===== config.mk =====
export PLATFORM = sky130hd
export DESIGN_NAME = bmu_core
export DESIGN_NICKNAME = d
export VERILOG_FILES = /design/src/shared/bmu_pkg.sv /design/src/rtl/bmu_bit_alu.sv /design/src/rtl/bmu_core.sv
export SDC_FILE = /design/constraint.sdc
export NUM_CORES = 1
export LEC_CHECK = 0
export BUFFER_PORTS_ARGS = -buffer_cell sky130_fd_sc_hd__buf_4
export CAP_MARGIN = 20
export CORE_MARGIN = 8
export CORE_UTILIZATION = 25
export DETAILED_ROUTE_END_ITERATION = 12
export PLACE_DENSITY = 0.4
export REMOVE_ABC_BUFFERS = 1
export SYNTH_ARGS = -nofsm -noshare
export SYNTH_HDL_FRONTEND = slang
export SYNTH_SLANG_ARGS = --single-unit

===== constraint.sdc =====
create_clock -name core_clk_in -period 9.4 [get_ports core_clk_in]
set_input_delay 0.47 -clock core_clk_in [delete_from_list [all_inputs] [get_ports core_clk_in]]
set_output_delay 0.47 -clock core_clk_in [all_outputs]
set_load 0.005 [all_outputs]

===== src/shared/bmu_pkg.sv =====
// Purpose: Shared types and constants for the bit-manipulation unit.
// Assumes: Byte operands, eight general registers addressed by index.
// Notes:   Operation codes are internal to the core, not instruction encodings.
package bmu_pkg;

  // --------------------------------------------------------------------
  // Widths and field positions
  // --------------------------------------------------------------------
  localparam int unsigned DATA_W     = 8;  // Operand byte width.
  localparam int unsigned BITNO_W    = 3;  // Bit number field width.
  localparam int unsigned REGIDX_W   = 3;  // General register index width.
  localparam int unsigned ADDR_W     = 8;  // Absolute address width.
  localparam int unsigned NUM_REGS   = 8;  // Number of byte registers.
  localparam int unsigned REG_LSB    = 0;  // Low three bits give the bit number.
  localparam logic [7:0]  REG_RESET  = 8'h00; // Register reset value.

  // --------------------------------------------------------------------
  // Operation codes
  // --------------------------------------------------------------------
  typedef enum logic [3:0] {
    BMU_BIT_SET_OP                = 4'h0,
    BMU_BIT_CLEAR_OP              = 4'h1,
    BMU_BIT_INVERT_OP             = 4'h2,
    BMU_BIT_TEST_OP               = 4'h3,
    BMU_CARRY_AND_BIT_OP          = 4'h4,
    BMU_CARRY_AND_INVERTED_BIT_OP = 4'h5,
    BMU_CARRY_OR_BIT_OP           = 4'h6,
    BMU_CARRY_OR_INVERTED_BIT_OP  = 4'h7,
    BMU_CARRY_XOR_BIT_OP          = 4'h8,
    BMU_CARRY_XOR_INVERTED_BIT_OP = 4'h9,
    BMU_BIT_TO_CARRY_OP           = 4'hA,
    BMU_INVERTED_BIT_TO_CARRY_OP  = 4'hB,
    BMU_CARRY_TO_BIT_OP           = 4'hC,
    BMU_INVERTED_CARRY_TO_BIT_OP  = 4'hD
  } bmu_op_t;

  // Operand addressing modes.
  typedef enum logic [1:0] {
    BMU_AM_REG_DIRECT   = 2'h0,
    BMU_AM_REG_INDIRECT = 2'h1,
    BMU_AM_ABSOLUTE     = 2'h2
  } bmu_amode_t;

  // Controller states.
  typedef enum logic [1:0] {
    BMU_ST_IDLE  = 2'h0,
    BMU_ST_READ  = 2'h1,
    BMU_ST_WAIT  = 2'h2,
    BMU_ST_WRITE = 2'h3
  } bmu_state_t;

  // One decoded instruction.
  typedef struct packed {
    bmu_op_t    op;        // Operation.
    bmu_amode_t amode;     // Operand addressing mode.
    logic [2:0] opnd_reg;  // Register holding operand or its address.
    logic [7:0] abs_addr;  // Absolute address.
    logic       bit_reg;   // High: bit number from a register.
    logic [2:0] bit_imm;   // Immediate bit number.
    logic [2:0] bit_src;   // Register holding the bit number.
  } bmu_instr_t;

  // Memory request.
  typedef struct packed {
    logic       rd;
    logic       wr;
    logic [7:0] addr;
    logic [7:0] wdata;
  } bmu_mem_req_t;

  // Condition-code flags kept by the unit.
  typedef struct packed {
    logic c;  // Carry.
    logic z;  // Zero.
  } bmu_flags_t;

endpackage : bmu_pkg


===== src/rtl/bmu_bit_alu.sv =====
// Purpose: Combinational bit operation on one byte and the carry flag.
// Assumes: Operand byte and bit number are already fetched.
// Notes:   Pure logic; the caller registers every result.
`timescale 1ns/1ps
module bmu_bit_alu (
  input  wire bmu_pkg::bmu_op_t op_in,       // Operation.
  input  wire logic [7:0]       byte_in,     // Operand byte.
  input  wire logic [2:0]       bitno_in,    // Selected bit number.
  input  wire logic             carry_in,    // Current carry flag.
  output logic      [7:0]       byte_out,    // Result byte.
  output logic                  carry_out,   // New carry flag.
  output logic                  zero_out,    // New zero flag.
  output logic                  wr_out,      // High: byte must be written back.
  output logic                  zupd_out,    // High: zero flag updates.
  output logic                  cupd_out     // High: carry flag updates.
);

  // --------------------------------------------------------------------
  // Bit selection and result
  // --------------------------------------------------------------------
  logic [7:0] mask;  // One-hot mask of the selected bit.
  logic       sel;   // Selected operand bit.
  assign mask = 8'h01 << bitno_in;
  assign sel  = byte_in[bitno_in];

  // Every operation is decoded here so the controller stays generic.
  always_comb begin
    byte_out  = byte_in;
    carry_out = carry_in;
    zero_out  = 1'b0;
    wr_out    = 1'b0;
    zupd_out  = 1'b0;
    cupd_out  = 1'b0;
    unique case (op_in)
      bmu_pkg::BMU_BIT_SET_OP: begin
        byte_out = byte_in | mask;
        wr_out   = 1'b1;
      end
      bmu_pkg::BMU_BIT_CLEAR_OP: begin
        byte_out = byte_in & ~mask;
        wr_out   = 1'b1;
      end
      bmu_pkg::BMU_BIT_INVERT_OP: begin
        byte_out = byte_in ^ mask;
        wr_out   = 1'b1;
      end
      bmu_pkg::BMU_BIT_TEST_OP: begin
        zero_out = ~sel;
        zupd_out = 1'b1;
      end
      bmu_pkg::BMU_CARRY_AND_BIT_OP: begin
        carry_out = carry_in & sel;
        cupd_out  = 1'b1;
      end
      bmu_pkg::BMU_CARRY_AND_INVERTED_BIT_OP: begin
        carry_out = carry_in & ~sel;
        cupd_out  = 1'b1;
      end
      bmu_pkg::BMU_CARRY_OR_BIT_OP: begin
        carry_out = carry_in | sel;
        cupd_out  = 1'b1;
      end
      bmu_pkg::BMU_CARRY_OR_INVERTED_BIT_OP: begin
        carry_out = carry_in | ~sel;
        cupd_out  = 1'b1;
      end
      bmu_pkg::BMU_CARRY_XOR_BIT_OP: begin
        carry_out = carry_in ^ sel;
        cupd_out  = 1'b1;
      end
      bmu_pkg::BMU_CARRY_XOR_INVERTED_BIT_OP: begin
        carry_out = carry_in ^ ~sel;
        cupd_out  = 1'b1;
      end
      bmu_pkg::BMU_BIT_TO_CARRY_OP: begin
        carry_out = sel;
        cupd_out  = 1'b1;
      end
      bmu_pkg::BMU_INVERTED_BIT_TO_CARRY_OP: begin
        carry_out = ~sel;
        cupd_out  = 1'b1;
      end
      bmu_pkg::BMU_CARRY_TO_BIT_OP: begin
        byte_out = carry_in ? (byte_in | mask) : (byte_in & ~mask);
        wr_out   = 1'b1;
      end
      bmu_pkg::BMU_INVERTED_CARRY_TO_BIT_OP: begin
        byte_out = carry_in ? (byte_in & ~mask) : (byte_in | mask);
        wr_out   = 1'b1;
      end
      // Codes 4'hE and 4'hF are illegal and change nothing.
      default: begin
        byte_out = byte_in;
      end
    endcase
  end

endmodule : bmu_bit_alu


===== src/rtl/bmu_core.sv =====
// Purpose: Bit-manipulation datapath with its own byte register file,
//          carry and zero flags, and a memory port for byte operands.
// Assumes: Memory answers a read with rdata_valid_in one or more cycles
//          later and takes a write in the cycle that wr is high.
// Notes:   One instruction at a time; busy_out marks the unit as taken.
//          A start while busy is ignored.
//          Illegal codes give one refusal pulse.
//          Read data may not be valid with the read pulse.
//          Clock enable low stretches every state.
//
// Operation
// - Set selects bit to one.
// - Bit number from immediate, or from register for set, clear, invert and test.
// - Clear forces selected bit to zero.
// - Invert complements the selected bit.
// - Test loads zero with inverted bit.
// - Carry becomes carry AND bit.
// - Carry becomes carry AND inverted bit.
// - Inverted operations use only immediate bit.
// - Carry becomes carry OR bit.
// - Carry becomes carry OR inverted bit.
// - Carry becomes carry XOR bit.
// - Carry becomes carry XOR inverted bit.
// - Bit copied into carry.
// - Inverted bit copied into carry.
// - Carry written into selected bit.
// - Inverted carry written into selected bit.
// - Operand by register, indirect or absolute.
`timescale 1ns/1ps
module bmu_core #(
  parameter int unsigned NUM_REGS = bmu_pkg::NUM_REGS  // Register file depth.
) (
  input  wire logic                 core_clk_in,       // Core clock, 200 MHz.
  input  wire logic                 reset_in,          // Asynchronous reset, high.
  input  wire logic                 clk_en_in,         // Low freezes all state.
  input  wire logic                 start_in,          // Pulse: take instr_in.
  input  wire bmu_pkg::bmu_instr_t  instr_in,          // Decoded instruction.
  input  wire logic                 reg_wr_in,         // Loader write strobe.
  input  wire logic [2:0]           reg_wr_idx_in,     // Loader register index.
  input  wire logic [7:0]           reg_wr_data_in,    // Loader write data.
  input  wire logic                 carry_wr_in,       // Load carry from outside.
  input  wire logic                 carry_data_in,     // Carry value to load.
  input  wire logic [7:0]           mem_rdata_in,      // Memory read data.
  input  wire logic                 mem_rdata_valid_in,// Memory read data valid.
  output bmu_pkg::bmu_mem_req_t     mem_req_out,       // Memory request.
  output bmu_pkg::bmu_flags_t       flags_out,         // Carry and zero flags.
  output logic                      busy_out,          // Instruction in flight.
  output logic                      done_out,          // Pulse: instruction done.
  output logic                      illegal_out        // Pulse: instruction refused.
);

  // --------------------------------------------------------------------
  // State
  // --------------------------------------------------------------------
  // Each item has a _next twin.
  // Register file.
  logic [7:0]            regs_reg [NUM_REGS];  // Byte register file.
  logic [7:0]            regs_next [NUM_REGS]; // Next register file.

  // Controller state.
  bmu_pkg::bmu_state_t   state_reg;            // Controller state.
  bmu_pkg::bmu_state_t   state_next;

  // Instruction in flight.
  bmu_pkg::bmu_instr_t   ins_reg;              // Latched instruction.
  bmu_pkg::bmu_instr_t   ins_next;
  logic [2:0]            bitno_reg;            // Latched bit number.
  logic [2:0]            bitno_next;
  logic [7:0]            addr_reg;             // Latched memory address.
  logic [7:0]            addr_next;

  // Condition flags.
  bmu_pkg::bmu_flags_t   flags_reg;            // Carry and zero.
  bmu_pkg::bmu_flags_t   flags_next;

  // Memory request, from flops.
  bmu_pkg::bmu_mem_req_t mem_reg;              // Registered memory request.
  bmu_pkg::bmu_mem_req_t mem_next;

  // One-cycle pulses.
  logic                  done_reg;             // Completion pulse.
  logic                  done_next;
  logic                  ill_reg;              // Refusal pulse.
  logic                  ill_next;

  // --------------------------------------------------------------------
  // Shared ALU
  // --------------------------------------------------------------------
  // One shared ALU: one operand at a time.
  // A second copy would only add area.
  // ALU results, used in READ and WAIT.
  logic [7:0] alu_byte_in;   // Operand byte into the ALU.
  logic [7:0] alu_byte;      // Result byte.
  logic       alu_c;         // Result carry.
  logic       alu_z;         // Result zero.
  logic       alu_wr;        // Result must be stored.
  logic       alu_zupd;      // Zero flag updates.
  logic       alu_cupd;      // Carry flag updates.
  logic       inv_op;        // Operation is one of the inverted group.

  // Fed from latched state and the memory read data.
  bmu_bit_alu u_alu (
    .op_in     (ins_reg.op),
    .byte_in   (alu_byte_in),
    .bitno_in  (bitno_reg),
    .carry_in  (flags_reg.c),
    .byte_out  (alu_byte),
    .carry_out (alu_c),
    .zero_out  (alu_z),
    .wr_out    (alu_wr),
    .zupd_out  (alu_zupd),
    .cupd_out  (alu_cupd)
  );

  // Register operands come straight from the file; memory from the read.
  // Memory data is used while valid stands.
  assign alu_byte_in = (ins_reg.amode == bmu_pkg::BMU_AM_REG_DIRECT)
                     ? regs_reg[ins_reg.opnd_reg] : mem_rdata_in;

  // Decoded from the incoming instruction,
  // since refusal is decided on acceptance.
  // inverted group check.
  assign inv_op = (instr_in.op == bmu_pkg::BMU_CARRY_AND_INVERTED_BIT_OP) ||
                  (instr_in.op == bmu_pkg::BMU_CARRY_OR_INVERTED_BIT_OP)  ||
                  (instr_in.op == bmu_pkg::BMU_CARRY_XOR_INVERTED_BIT_OP) ||
                  (instr_in.op == bmu_pkg::BMU_INVERTED_BIT_TO_CARRY_OP)  ||
                  (instr_in.op == bmu_pkg::BMU_INVERTED_CARRY_TO_BIT_OP);

  // --------------------------------------------------------------------
  // Next-state logic
  // --------------------------------------------------------------------
  // A register operand completes in one cycle after acceptance; a memory
  // operand needs a read, a wait for data and, if modified, a write.
  // Illegal codes are refused in idle.
  always_comb begin
    // Hold by default; pulses drop.
    regs_next  = regs_reg;
    state_next = state_reg;
    ins_next   = ins_reg;
    bitno_next = bitno_reg;
    addr_next  = addr_reg;
    flags_next = flags_reg;
    mem_next   = '0;
    done_next  = 1'b0;
    ill_next   = 1'b0;
    // Loader access to the file and carry, only while idle to avoid races.
    if (reg_wr_in && (state_reg == bmu_pkg::BMU_ST_IDLE)) begin
      regs_next[reg_wr_idx_in] = reg_wr_data_in;
    end
    if (carry_wr_in && (state_reg == bmu_pkg::BMU_ST_IDLE)) begin
      flags_next.c = carry_data_in;
    end

    // One branch per state.
    unique case (state_reg)
      // Idle: wait for a start.
      bmu_pkg::BMU_ST_IDLE: begin
        if (start_in) begin
          // Register-sourced bit number is illegal for the inverted group
          // and for the logic/copy group, which take only an immediate.
          if (instr_in.bit_reg && (inv_op ||
              (instr_in.op > bmu_pkg::BMU_BIT_TEST_OP)) ||
              (instr_in.op > bmu_pkg::BMU_INVERTED_CARRY_TO_BIT_OP) ||
              (instr_in.amode > bmu_pkg::BMU_AM_ABSOLUTE)) begin
            // Refuse: pulse, keep state.
            ill_next = 1'b1;
          end else begin
            // Accept: latch the instruction.
            ins_next = instr_in;
            // The bit number is read now, so a
            // later loader write cannot change it.
            // bit number source.
            bitno_next = instr_in.bit_reg
                       ? regs_reg[instr_in.bit_src][bmu_pkg::REG_LSB +: 3]
                       : instr_in.bit_imm;
            // Register direct keeps the old address.
            // operand address mode.
            unique case (instr_in.amode)
              bmu_pkg::BMU_AM_REG_INDIRECT: addr_next = regs_reg[instr_in.opnd_reg];
              bmu_pkg::BMU_AM_ABSOLUTE:     addr_next = instr_in.abs_addr;
              default:                      addr_next = addr_reg;
            endcase
            state_next = bmu_pkg::BMU_ST_READ;
          end
        end
      end

      // Read: finish or issue a read.
      bmu_pkg::BMU_ST_READ: begin
        if (ins_reg.amode == bmu_pkg::BMU_AM_REG_DIRECT) begin
          // Result, flags and done in one edge.
          if (alu_wr) begin
            regs_next[ins_reg.opnd_reg] = alu_byte;
          end
          if (alu_cupd) begin
            flags_next.c = alu_c;
          end
          if (alu_zupd) begin
            flags_next.z = alu_z;
          end
          done_next  = 1'b1;
          state_next = bmu_pkg::BMU_ST_IDLE;
        end else begin
          // Memory operand: fetch the byte.
          // read whole byte.
          mem_next.rd   = 1'b1;
          mem_next.addr = addr_reg;
          state_next    = bmu_pkg::BMU_ST_WAIT;
        end
      end

      // Wait: use the data while valid.
      bmu_pkg::BMU_ST_WAIT: begin
        if (mem_rdata_valid_in) begin
          // Flags land on the same edge that issues the write or finishes.
          if (alu_cupd) begin
            flags_next.c = alu_c;
          end
          if (alu_zupd) begin
            flags_next.z = alu_z;
          end
          if (alu_wr) begin
            mem_next.wr    = 1'b1;
            mem_next.addr  = addr_reg;
            mem_next.wdata = alu_byte;
            state_next     = bmu_pkg::BMU_ST_WRITE;
          end else begin
            // Read-only: nothing to write.
            done_next  = 1'b1;
            state_next = bmu_pkg::BMU_ST_IDLE;
          end
        end
      end

      // Write: one cycle, then idle.
      bmu_pkg::BMU_ST_WRITE: begin
        // The write was issued on entry; finish here.
        done_next  = 1'b1;
        state_next = bmu_pkg::BMU_ST_IDLE;
      end
    endcase
  end

  // --------------------------------------------------------------------
  // Registers
  // --------------------------------------------------------------------
  // Clock enable low holds everything, including pulses, as they stand.
  // Reset branch loads constants only.
  always_ff @(posedge core_clk_in or posedge reset_in) begin
    if (reset_in) begin
      // Register file back to reset value.
      for (int i = 0; i < int'(NUM_REGS); i++) begin
        regs_reg[i] <= bmu_pkg::REG_RESET;
      end

      state_reg <= bmu_pkg::BMU_ST_IDLE;
      ins_reg   <= '0;
      bitno_reg <= 3'h0;
      addr_reg  <= 8'h00;
      flags_reg <= '0;
      mem_reg   <= '0;
      done_reg  <= 1'b0;
      ill_reg   <= 1'b0;
    end else if (clk_en_in) begin
      // Next values land only on enabled edges.
      regs_reg  <= regs_next;
      state_reg <= state_next;
      ins_reg   <= ins_next;
      bitno_reg <= bitno_next;
      addr_reg  <= addr_next;
      flags_reg <= flags_next;
      mem_reg   <= mem_next;
      done_reg  <= done_next;
      ill_reg   <= ill_next;
    end
  end

  // --------------------------------------------------------------------
  // Outputs
  // --------------------------------------------------------------------
  // Busy comes from its own flop, loaded from the next state, so it is glitch free.
  logic busy_reg;  // Registered busy flag.
  logic busy_next;
  // Next busy follows the next state.
  assign busy_next = (state_next != bmu_pkg::BMU_ST_IDLE);

  // Busy tracks the state register one-for-one.
  // Own flop keeps the port off the decode.
  always_ff @(posedge core_clk_in or posedge reset_in) begin
    if (reset_in) begin
      busy_reg <= 1'b0;
    end else if (clk_en_in) begin
      busy_reg <= busy_next;
    end
  end

  // Ports copy flops; no logic after them.
  assign mem_req_out = mem_reg;
  assign flags_out   = flags_reg;
  assign busy_out    = busy_reg;
  assign done_out    = done_reg;
  assign illegal_out = ill_reg;

endmodule : bmu_core


# Yosys cells after proc, flatten, opt, wreduce, memory -nomap -nowiden
# Cells that the tools add are included.
dict set report classes {
  addsub 0
  n_mul 0
  div_mod_pow 0
  magnitude_cmp 10
  n_eq_ne 25
  shifts 1
  mux 59
  bitwise_logic 16
  reduce_logical 23
}
# cell count
set op_table {}
lappend op_table {{64-bit two-way mux} 4}
lappend op_table {{64-bit bitwise mux} 2}
lappend op_table {{8-bit two-way mux} 11}
lappend op_table {{8-bit binary-select mux with 3-bit select} 3}
lappend op_table {{8-bit demux with 3-bit select} 2}
lappend op_table {{8-bit one-hot mux with 5 select lines} 1}
lappend op_table {{4-bit equality test (second input constant)} 9}
lappend op_table {{17-bit two-way mux} 2}
lappend op_table {{8-bit one-hot mux with 2 select lines} 2}
lappend op_table {{4-bit by 3-bit equality test with 1-bit output (second input constant)} 6}
lappend op_table {{1-bit two-way mux} 17}
lappend op_table {{4-bit >= comparator (second input constant)} 4}
lappend op_table {{3-bit inverter with 4-bit output} 4}
lappend op_table {{2-bit two-way mux} 7}
lappend op_table {{3-bit two-way mux} 3}
lappend op_table {{8-bit AND} 1}
lappend op_table {{4-bit by 2-bit equality test with 1-bit output (second input constant)} 2}
lappend op_table {{4-bit by 1-bit less-than comparator with 1-bit output (second input constant)} 2}
lappend op_table {{8-bit inverter} 1}
lappend op_table {{8-bit bitwise OR} 1}
lappend op_table {{1-bit one-hot mux with 8 select lines} 1}
lappend op_table {{2-bit one-hot mux with 4 select lines} 1}
lappend op_table {{4-bit AND reduction} 2}
lappend op_table {{8-bit OR reduction} 1}
lappend op_table {{24 further kinds} 45}
dict set report word_totals {
  regBits 109
  latch_bits 0
  ramBits 0
  rom_bits 0
  in_bits 51
  out_inout_bits 23
  wordCells 157
  n_memories 0
}

# Longest topological paths before layout
dict set report depth {
  depth_word 13
  depth_mapped 16
  depth_no_buf 13
}

# Modules after synthesis
# From an unflattened synthesis, not the netlist that was laid out.
dict set report hier_totals {
  cells_unflattened 672
  area_unflattened_um2 7302.0
}
# module instances cells_per_inst area_per_inst_um2 seq_area_each_um2
set modules_own_cells {}
lappend modules_own_cells {bmu_core 1 536 6347.3 2727.6}
lappend modules_own_cells {bmu_bit_alu 1 136 954.7 0.0}

# Least setup slack after synthesis
# Ideal clock, no wire load.
dict set report synth_timing {
  path_kind {reg-to-reg}
  from {reg ins_reg[15] (netlist bit)}
  to {reg regs_reg[37] (netlist bit)}
  setup_ps 147
  t_arrival_ps 2588
  t_required_ps 9253
  path_slack_ps 6664
  path_stages_with_launch 14
  path_buffers 3
  period_less_slack_ps 2736
  cell_sequence {dfrtp_1 > buf_6 > buf_12 > buf_12 > mux2i_1 > o22ai_1 > nor3_1 > or2_2 > ha_1 > a21oi_1 > o21ai_0 > a22o_1 > a21oi_1 > o221ai_1}
}
dict set report synth_via {
  elab_chain_len 12
  word_cells_on_any_way 20
  classes_between {order compare: 2; mux: 13; bitwise: 4; reduce/logical: 1}
}
# element line
set synth_rtl {}
lappend synth_rtl {{start, declared} bmu_core.sv:65} ;# bmu_pkg::bmu_instr_t ins_reg;
lappend synth_rtl {{start signal, assigned} bmu_core.sv:268} ;# ins_reg <= ins_next;
lappend synth_rtl {{3-bit inverter with 4-bit output (implied by the code) *} {bmu_core.sv:118, bmu_core.sv:193}}
lappend synth_rtl {{8-bit binary-select mux with 3-bit select} bmu_core.sv:118} ;# ? regs_reg[ins_reg.opnd_reg] : mem_rdata_in;
lappend synth_rtl {{8-bit two-way mux (implied by the code) (2 in a row)} bmu_core.sv:118}
lappend synth_rtl {{8-bit two-way mux} bmu_core.sv:118}
lappend synth_rtl {{8-bit bitwise OR / 8-bit AND (equally long branches)} --}
lappend synth_rtl {{8-bit two-way mux, on equally long branches} {bmu_bit_alu.sv:88, bmu_bit_alu.sv:84}}
lappend synth_rtl {{8-bit one-hot mux with 5 select lines} bmu_bit_alu.sv:34} ;# unique case (op_in)
lappend synth_rtl {{64-bit bitwise mux *} bmu_core.sv:193} ;# regs_next[ins_reg.opnd_reg] = alu_byte;
lappend synth_rtl {{64-bit two-way mux *} bmu_core.sv:192} ;# if (alu_wr) begin
lappend synth_rtl {{64-bit two-way mux *} bmu_core.sv:190} ;# if (ins_reg.amode == bmu_pkg::BMU_AM_REG_DIRECT) begin
lappend synth_rtl {{64-bit two-way mux *} bmu_core.sv:155} ;# unique case (state_reg)
lappend synth_rtl {{end signal, assigned by index} bmu_core.sv:253} ;# regs_reg[i] <= bmu_pkg::REG_RESET;
lappend synth_rtl {{end signal, assigned} bmu_core.sv:266} ;# regs_reg <= regs_next;
lappend synth_rtl {{end, declared} bmu_core.sv:57} ;# logic [7:0] regs_reg [NUM_REGS];
# Every way passes the cells marked *; elsewhere a longest branch is shown, timed or not. The select of a mux whose other input is x is not followed.
# A chain may end at the register's enable or synchronous reset.

# Final worst setup path
dict set report layout_timing {
  from {reg ins_reg[15] (netlist bit)}
  to {reg regs_reg[62] (netlist bit)}
}
# The elaborated chain is that of the path after synthesis.

==> impl_summary.txt <==
----------------------------------------------------
[Status]
  Outcome ... finished, final reports clean

[Synthesis]
  Most used DFF post-synth ... sky130_fd_sc_hd__dfrtp_1
  Share of synthesized area occupied by flip-flops and latches ... 38.4%
  Synthesized area ... 7110 um2
  Synthesis warning total ... 0
  Fraction of registers with async set/reset ... 100%
  Synth Instances ... 721
  Number of enable flip-flop cells after synthesis ... 0
  Count of state elements after synthesis ... 109
  Synthesized area per cell ... 9.86 um2
  Number of unique standard cell types used by synthesis ... 61

[Finish]
  Area delta synth->final ... 15.9%
  Final design area excluding fillers ... 8240 um2
  Most common cell after layout, fill and taps aside ... sky130_fd_sc_hd__nand2_1
  Ant. Diodes ... 0
  Commonest cells after routing, fill and taps aside ... sky130_fd_sc_hd__nand2_1 (143), sky130_fd_sc_hd__dfrtp_1 (109), sky130_fd_sc_hd__buf_4 (80)
  Final nets ... 853
  Largest register FFs ... 64
  Layout cells sized above 1 ... 19.1%

[Clock tree]
  Number of H-tree branching levels ... 3
  Sink Count ... 109
  Number of buffers inserted to repair setup after CTS ... 0
  Clock latency reported for the late side of the worst-skew pair ... 0.37 ns
  Clock slew at the register clock pins of the worst setup and hold paths ... 0.09 ns
  Number of gates resized after cts ... 0
  Number of buffers on the longest clock path ... 2
  Number of buffers inserted for hold repair after clock tree synthesis ... 0
  CTS root buffer ... sky130_fd_sc_hd__clkbuf_16
  Number of buffers created by CTS ... 9
  Clock tree from TritonCTS ... done

[Global routing]
  Total GRT Usage ... 16.1%
  Pin count of the biggest net entering global routing ... 59
  Global-route wire length before repair ... 41300 um
  Via count of the first global-routing pass ... 6335
  Number of antenna violations at the first check in global routing ... 0
  Remaining Overflow, GRT ... 0

[Worst setup path]
  Number of cells on the critical path ... 10
  Critical path type ... reg2reg
  Largest fanout of any net on the critical path ... 28
  Critical Path Sink Type ... flop
  Largest delay contributor family on the critical path ... compound AO/OA/AOI/OAI gates
  Most Frequent Cell on Critical Path ... sky130_fd_sc_hd__a21oi_1
  Slowest CP cell ... sky130_fd_sc_hd__o31ai_1
  WP data required ... 9.60 ns
  Startpoint class of the critical path ... flop
  Chain of cells forming the critical path ... buf_4 > mux2i_1 > o22ai_1 > o31ai_1 > ha_1 > a21oi_1 > o21ai_0 > a22o_1 > a21oi_1 > o221ai_1
  CP arrival ... 4.11 ns
  Count of cells along the worst register-to-register path ... 10
  Buffering stage count on the worst path with inverters included ... 1
  Maximum cell stage delay along the critical path ... 0.74 ns

[Floorplanning]
  Number of top-level pins ... 74
  Area of the core ... 27900 um2
  Row Count ... 61
  Die span in y ... 185 um
  Initial core utilization ... 25.5%
  Die area ... 34100 um2
  Die width ... 185 um

[Job]
  Number of max-cap violations ... 0

[Place]
  Cell area reported after detailed placement ... 7900 um2
  Final Wtd Congestion ... 0.843
  Number of buffers inserted by port buffering ... 73
  Detailed placement HPWL ... 19400 um

[Timing]
  Setup repair after global routing missed its margin ... no
  Final period util ... 41.6%
  Worst-Margin Slew ... 1.12 ns
  Worst relative slew slack ... 24.5%
  Final number of max-transition violations ... 0
  Final Hold Fails ... 0
  Time the final worst path needs with I/O delays and setup ... 3.91 ns
  Achievable frequency ... 256 MHz
  Maximum clock skew at final layout ... 0.0163 ns
  Final setup violation count ... 0
  Setup tns final ... 0 ns

[Route]
  Drc violations ... 0
  DR iter-0 viols ... 603
  Total via count after detailed routing ... 6226
  Detailed Routing Iterations Pass 1 ... 5
  Routed Antenna Nets ... 0
  Via-to-Cell Ratio ... 5.38
  Wire length per cell after detailed routing ... 23.7 um
  Detailed-route wire length ... 27400 um

[Power and ir drop]
  Lkg Pwr ... 3.59 nW
  Maximum vdd ir drop ... 0.000104 V
  Total power ... 2.63 mW
  PD cells ... 320 nW/um2

[Worst hold path]
  Worst hold-check path type ... in2async

----------------------------------------------------
[routing by layer]
layer | part of all wire, % | wire (um) | global-route usage, % | vias to the layer above
met5 | 0 | 0 | 0 | -
met4 | 2.2 | 591 | 4.78 | 0
met3 | 5.7 | 1580 | 2.91 | 36
met2 | 43 | 11900 | 23.7 | 246
met1 | 49 | 13400 | 23.5 | 3136
li1 | - | - | - | 2808
[path summary, 6_finish.rpt]
check | endpoint | start | slack, ns
max reg2reg | regs_reg[62]$_DFFE_PP0P_ | ins_reg[15]$_DFFE_PP0P_ | 5.49
min in group core_clk_in | ins_reg[20]$_DFFE_PP0P_ | instr_in[20] | 0.34
min reg2reg | done_out$_DFFE_PP0P_ | done_out$_DFFE_PP0P_ | 0.48
max | regs_reg[62]$_DFFE_PP0P_ | ins_reg[15]$_DFFE_PP0P_ | 5.49
max in group asynchronous | ins_reg[23]$_DFFE_PP0P_ | reset_in | 7.92
min | regs_reg[37]$_DFFE_PP0P_ | reset_in | 0.24
[area by class of cell]
cell class | instances | area [um2]
Fill cell | 2948 | 19600
Multi-Input combinational cell | 551 | 4020
Sequential cell | 109 | 2730
Timing Repair Buffer | 81 | 612
Tap cell | 378 | 473
Clock buffer | 9 | 225
Clock inverter | 7 | 88.8
Inverter | 23 | 88.8
[power breakdown]
group	switching [mW]	total (mW)	internal, mW
sequential	0.203	0.847	0.645
combinational	0.816	1.38	0.563
clock	0.215	0.407	0.192
total	1.23	2.63	1.40
[synthesized netlist by cell type, types with 3 or more instances]
master,number,share of area [%]
sky130_fd_sc_hd__a211oi_1,3,0.32
sky130_fd_sc_hd__mux2_2,9,1.4
sky130_fd_sc_hd__nand2b_1,6,0.53
sky130_fd_sc_hd__nand3b_1,3,0.32
sky130_fd_sc_hd__ha_1,27,4.8
sky130_fd_sc_hd__or3_1,3,0.26
sky130_fd_sc_hd__or2_2,6,0.53
sky130_fd_sc_hd__inv_1,22,1.2
sky130_fd_sc_hd__dfrtp_1,109,38
sky130_fd_sc_hd__a221oi_1,3,0.37
sky130_fd_sc_hd__nor2b_1,5,0.44
sky130_fd_sc_hd__buf_1,4,0.21
sky130_fd_sc_hd__mux2i_1,44,6.2
sky130_fd_sc_hd__mux4_1,3,1.1
sky130_fd_sc_hd__nor2_1,51,2.7
sky130_fd_sc_hd__clkbuf_8,6,1.2
sky130_fd_sc_hd__o21ai_1,10,0.70
sky130_fd_sc_hd__o221ai_1,65,8.0
sky130_fd_sc_hd__nand2_1,143,7.6
sky130_fd_sc_hd__a21o_1,6,0.63
sky130_fd_sc_hd__a22o_1,21,2.6
sky130_fd_sc_hd__buf_2,5,0.35
sky130_fd_sc_hd__o22ai_1,8,0.70
sky130_fd_sc_hd__clkbuf_1,16,0.85
sky130_fd_sc_hd__o21ai_0,32,2.3
sky130_fd_sc_hd__nor3_1,10,0.70
sky130_fd_sc_hd__a21oi_1,31,2.2
sky130_fd_sc_hd__mux4_2,22,7.0
sky130_fd_sc_hd__buf_6,3,0.48
sky130_fd_sc_hd__nand3_1,7,0.49
[worst register-to-register path, delay by kind of cell (launching register included)]
family / cells / cell delay [ns]
mux: 1 / 0.30
fa+ha+maj: 1 / 0.37
buf+inv: 1 / 0.44
compound gates: 7 / 2.19
flops: 1 / 0.44
[cell families after synthesis]
kind of cell | share of synthesized area [%]
AND/OR/NAND/NOR | 15.2
AO/OA/AOI/OAI | 20.1
flip-flops | 38.4
multiplexers | 16.2
buffers and inverters | 5.04
adder cells (fa/ha/maj) | 4.75
XOR/XNOR | 0.352
[metrics by stage]
step	utilization [%]	hold WS, ns	setup WS, ns	std cells
after floorplan	-	0.451	5.95	683
after global placement	28.4	0.475	5.51	1140
after detailed placement	28.4	0.476	5.51	1140
after CTS	29.5	0.277	5.51	1156
after global routing	29.6	0.313	5.24	1158
final	29.6	0.237	5.49	1158
No activity file was read; power rests on OpenSTA's default activity.
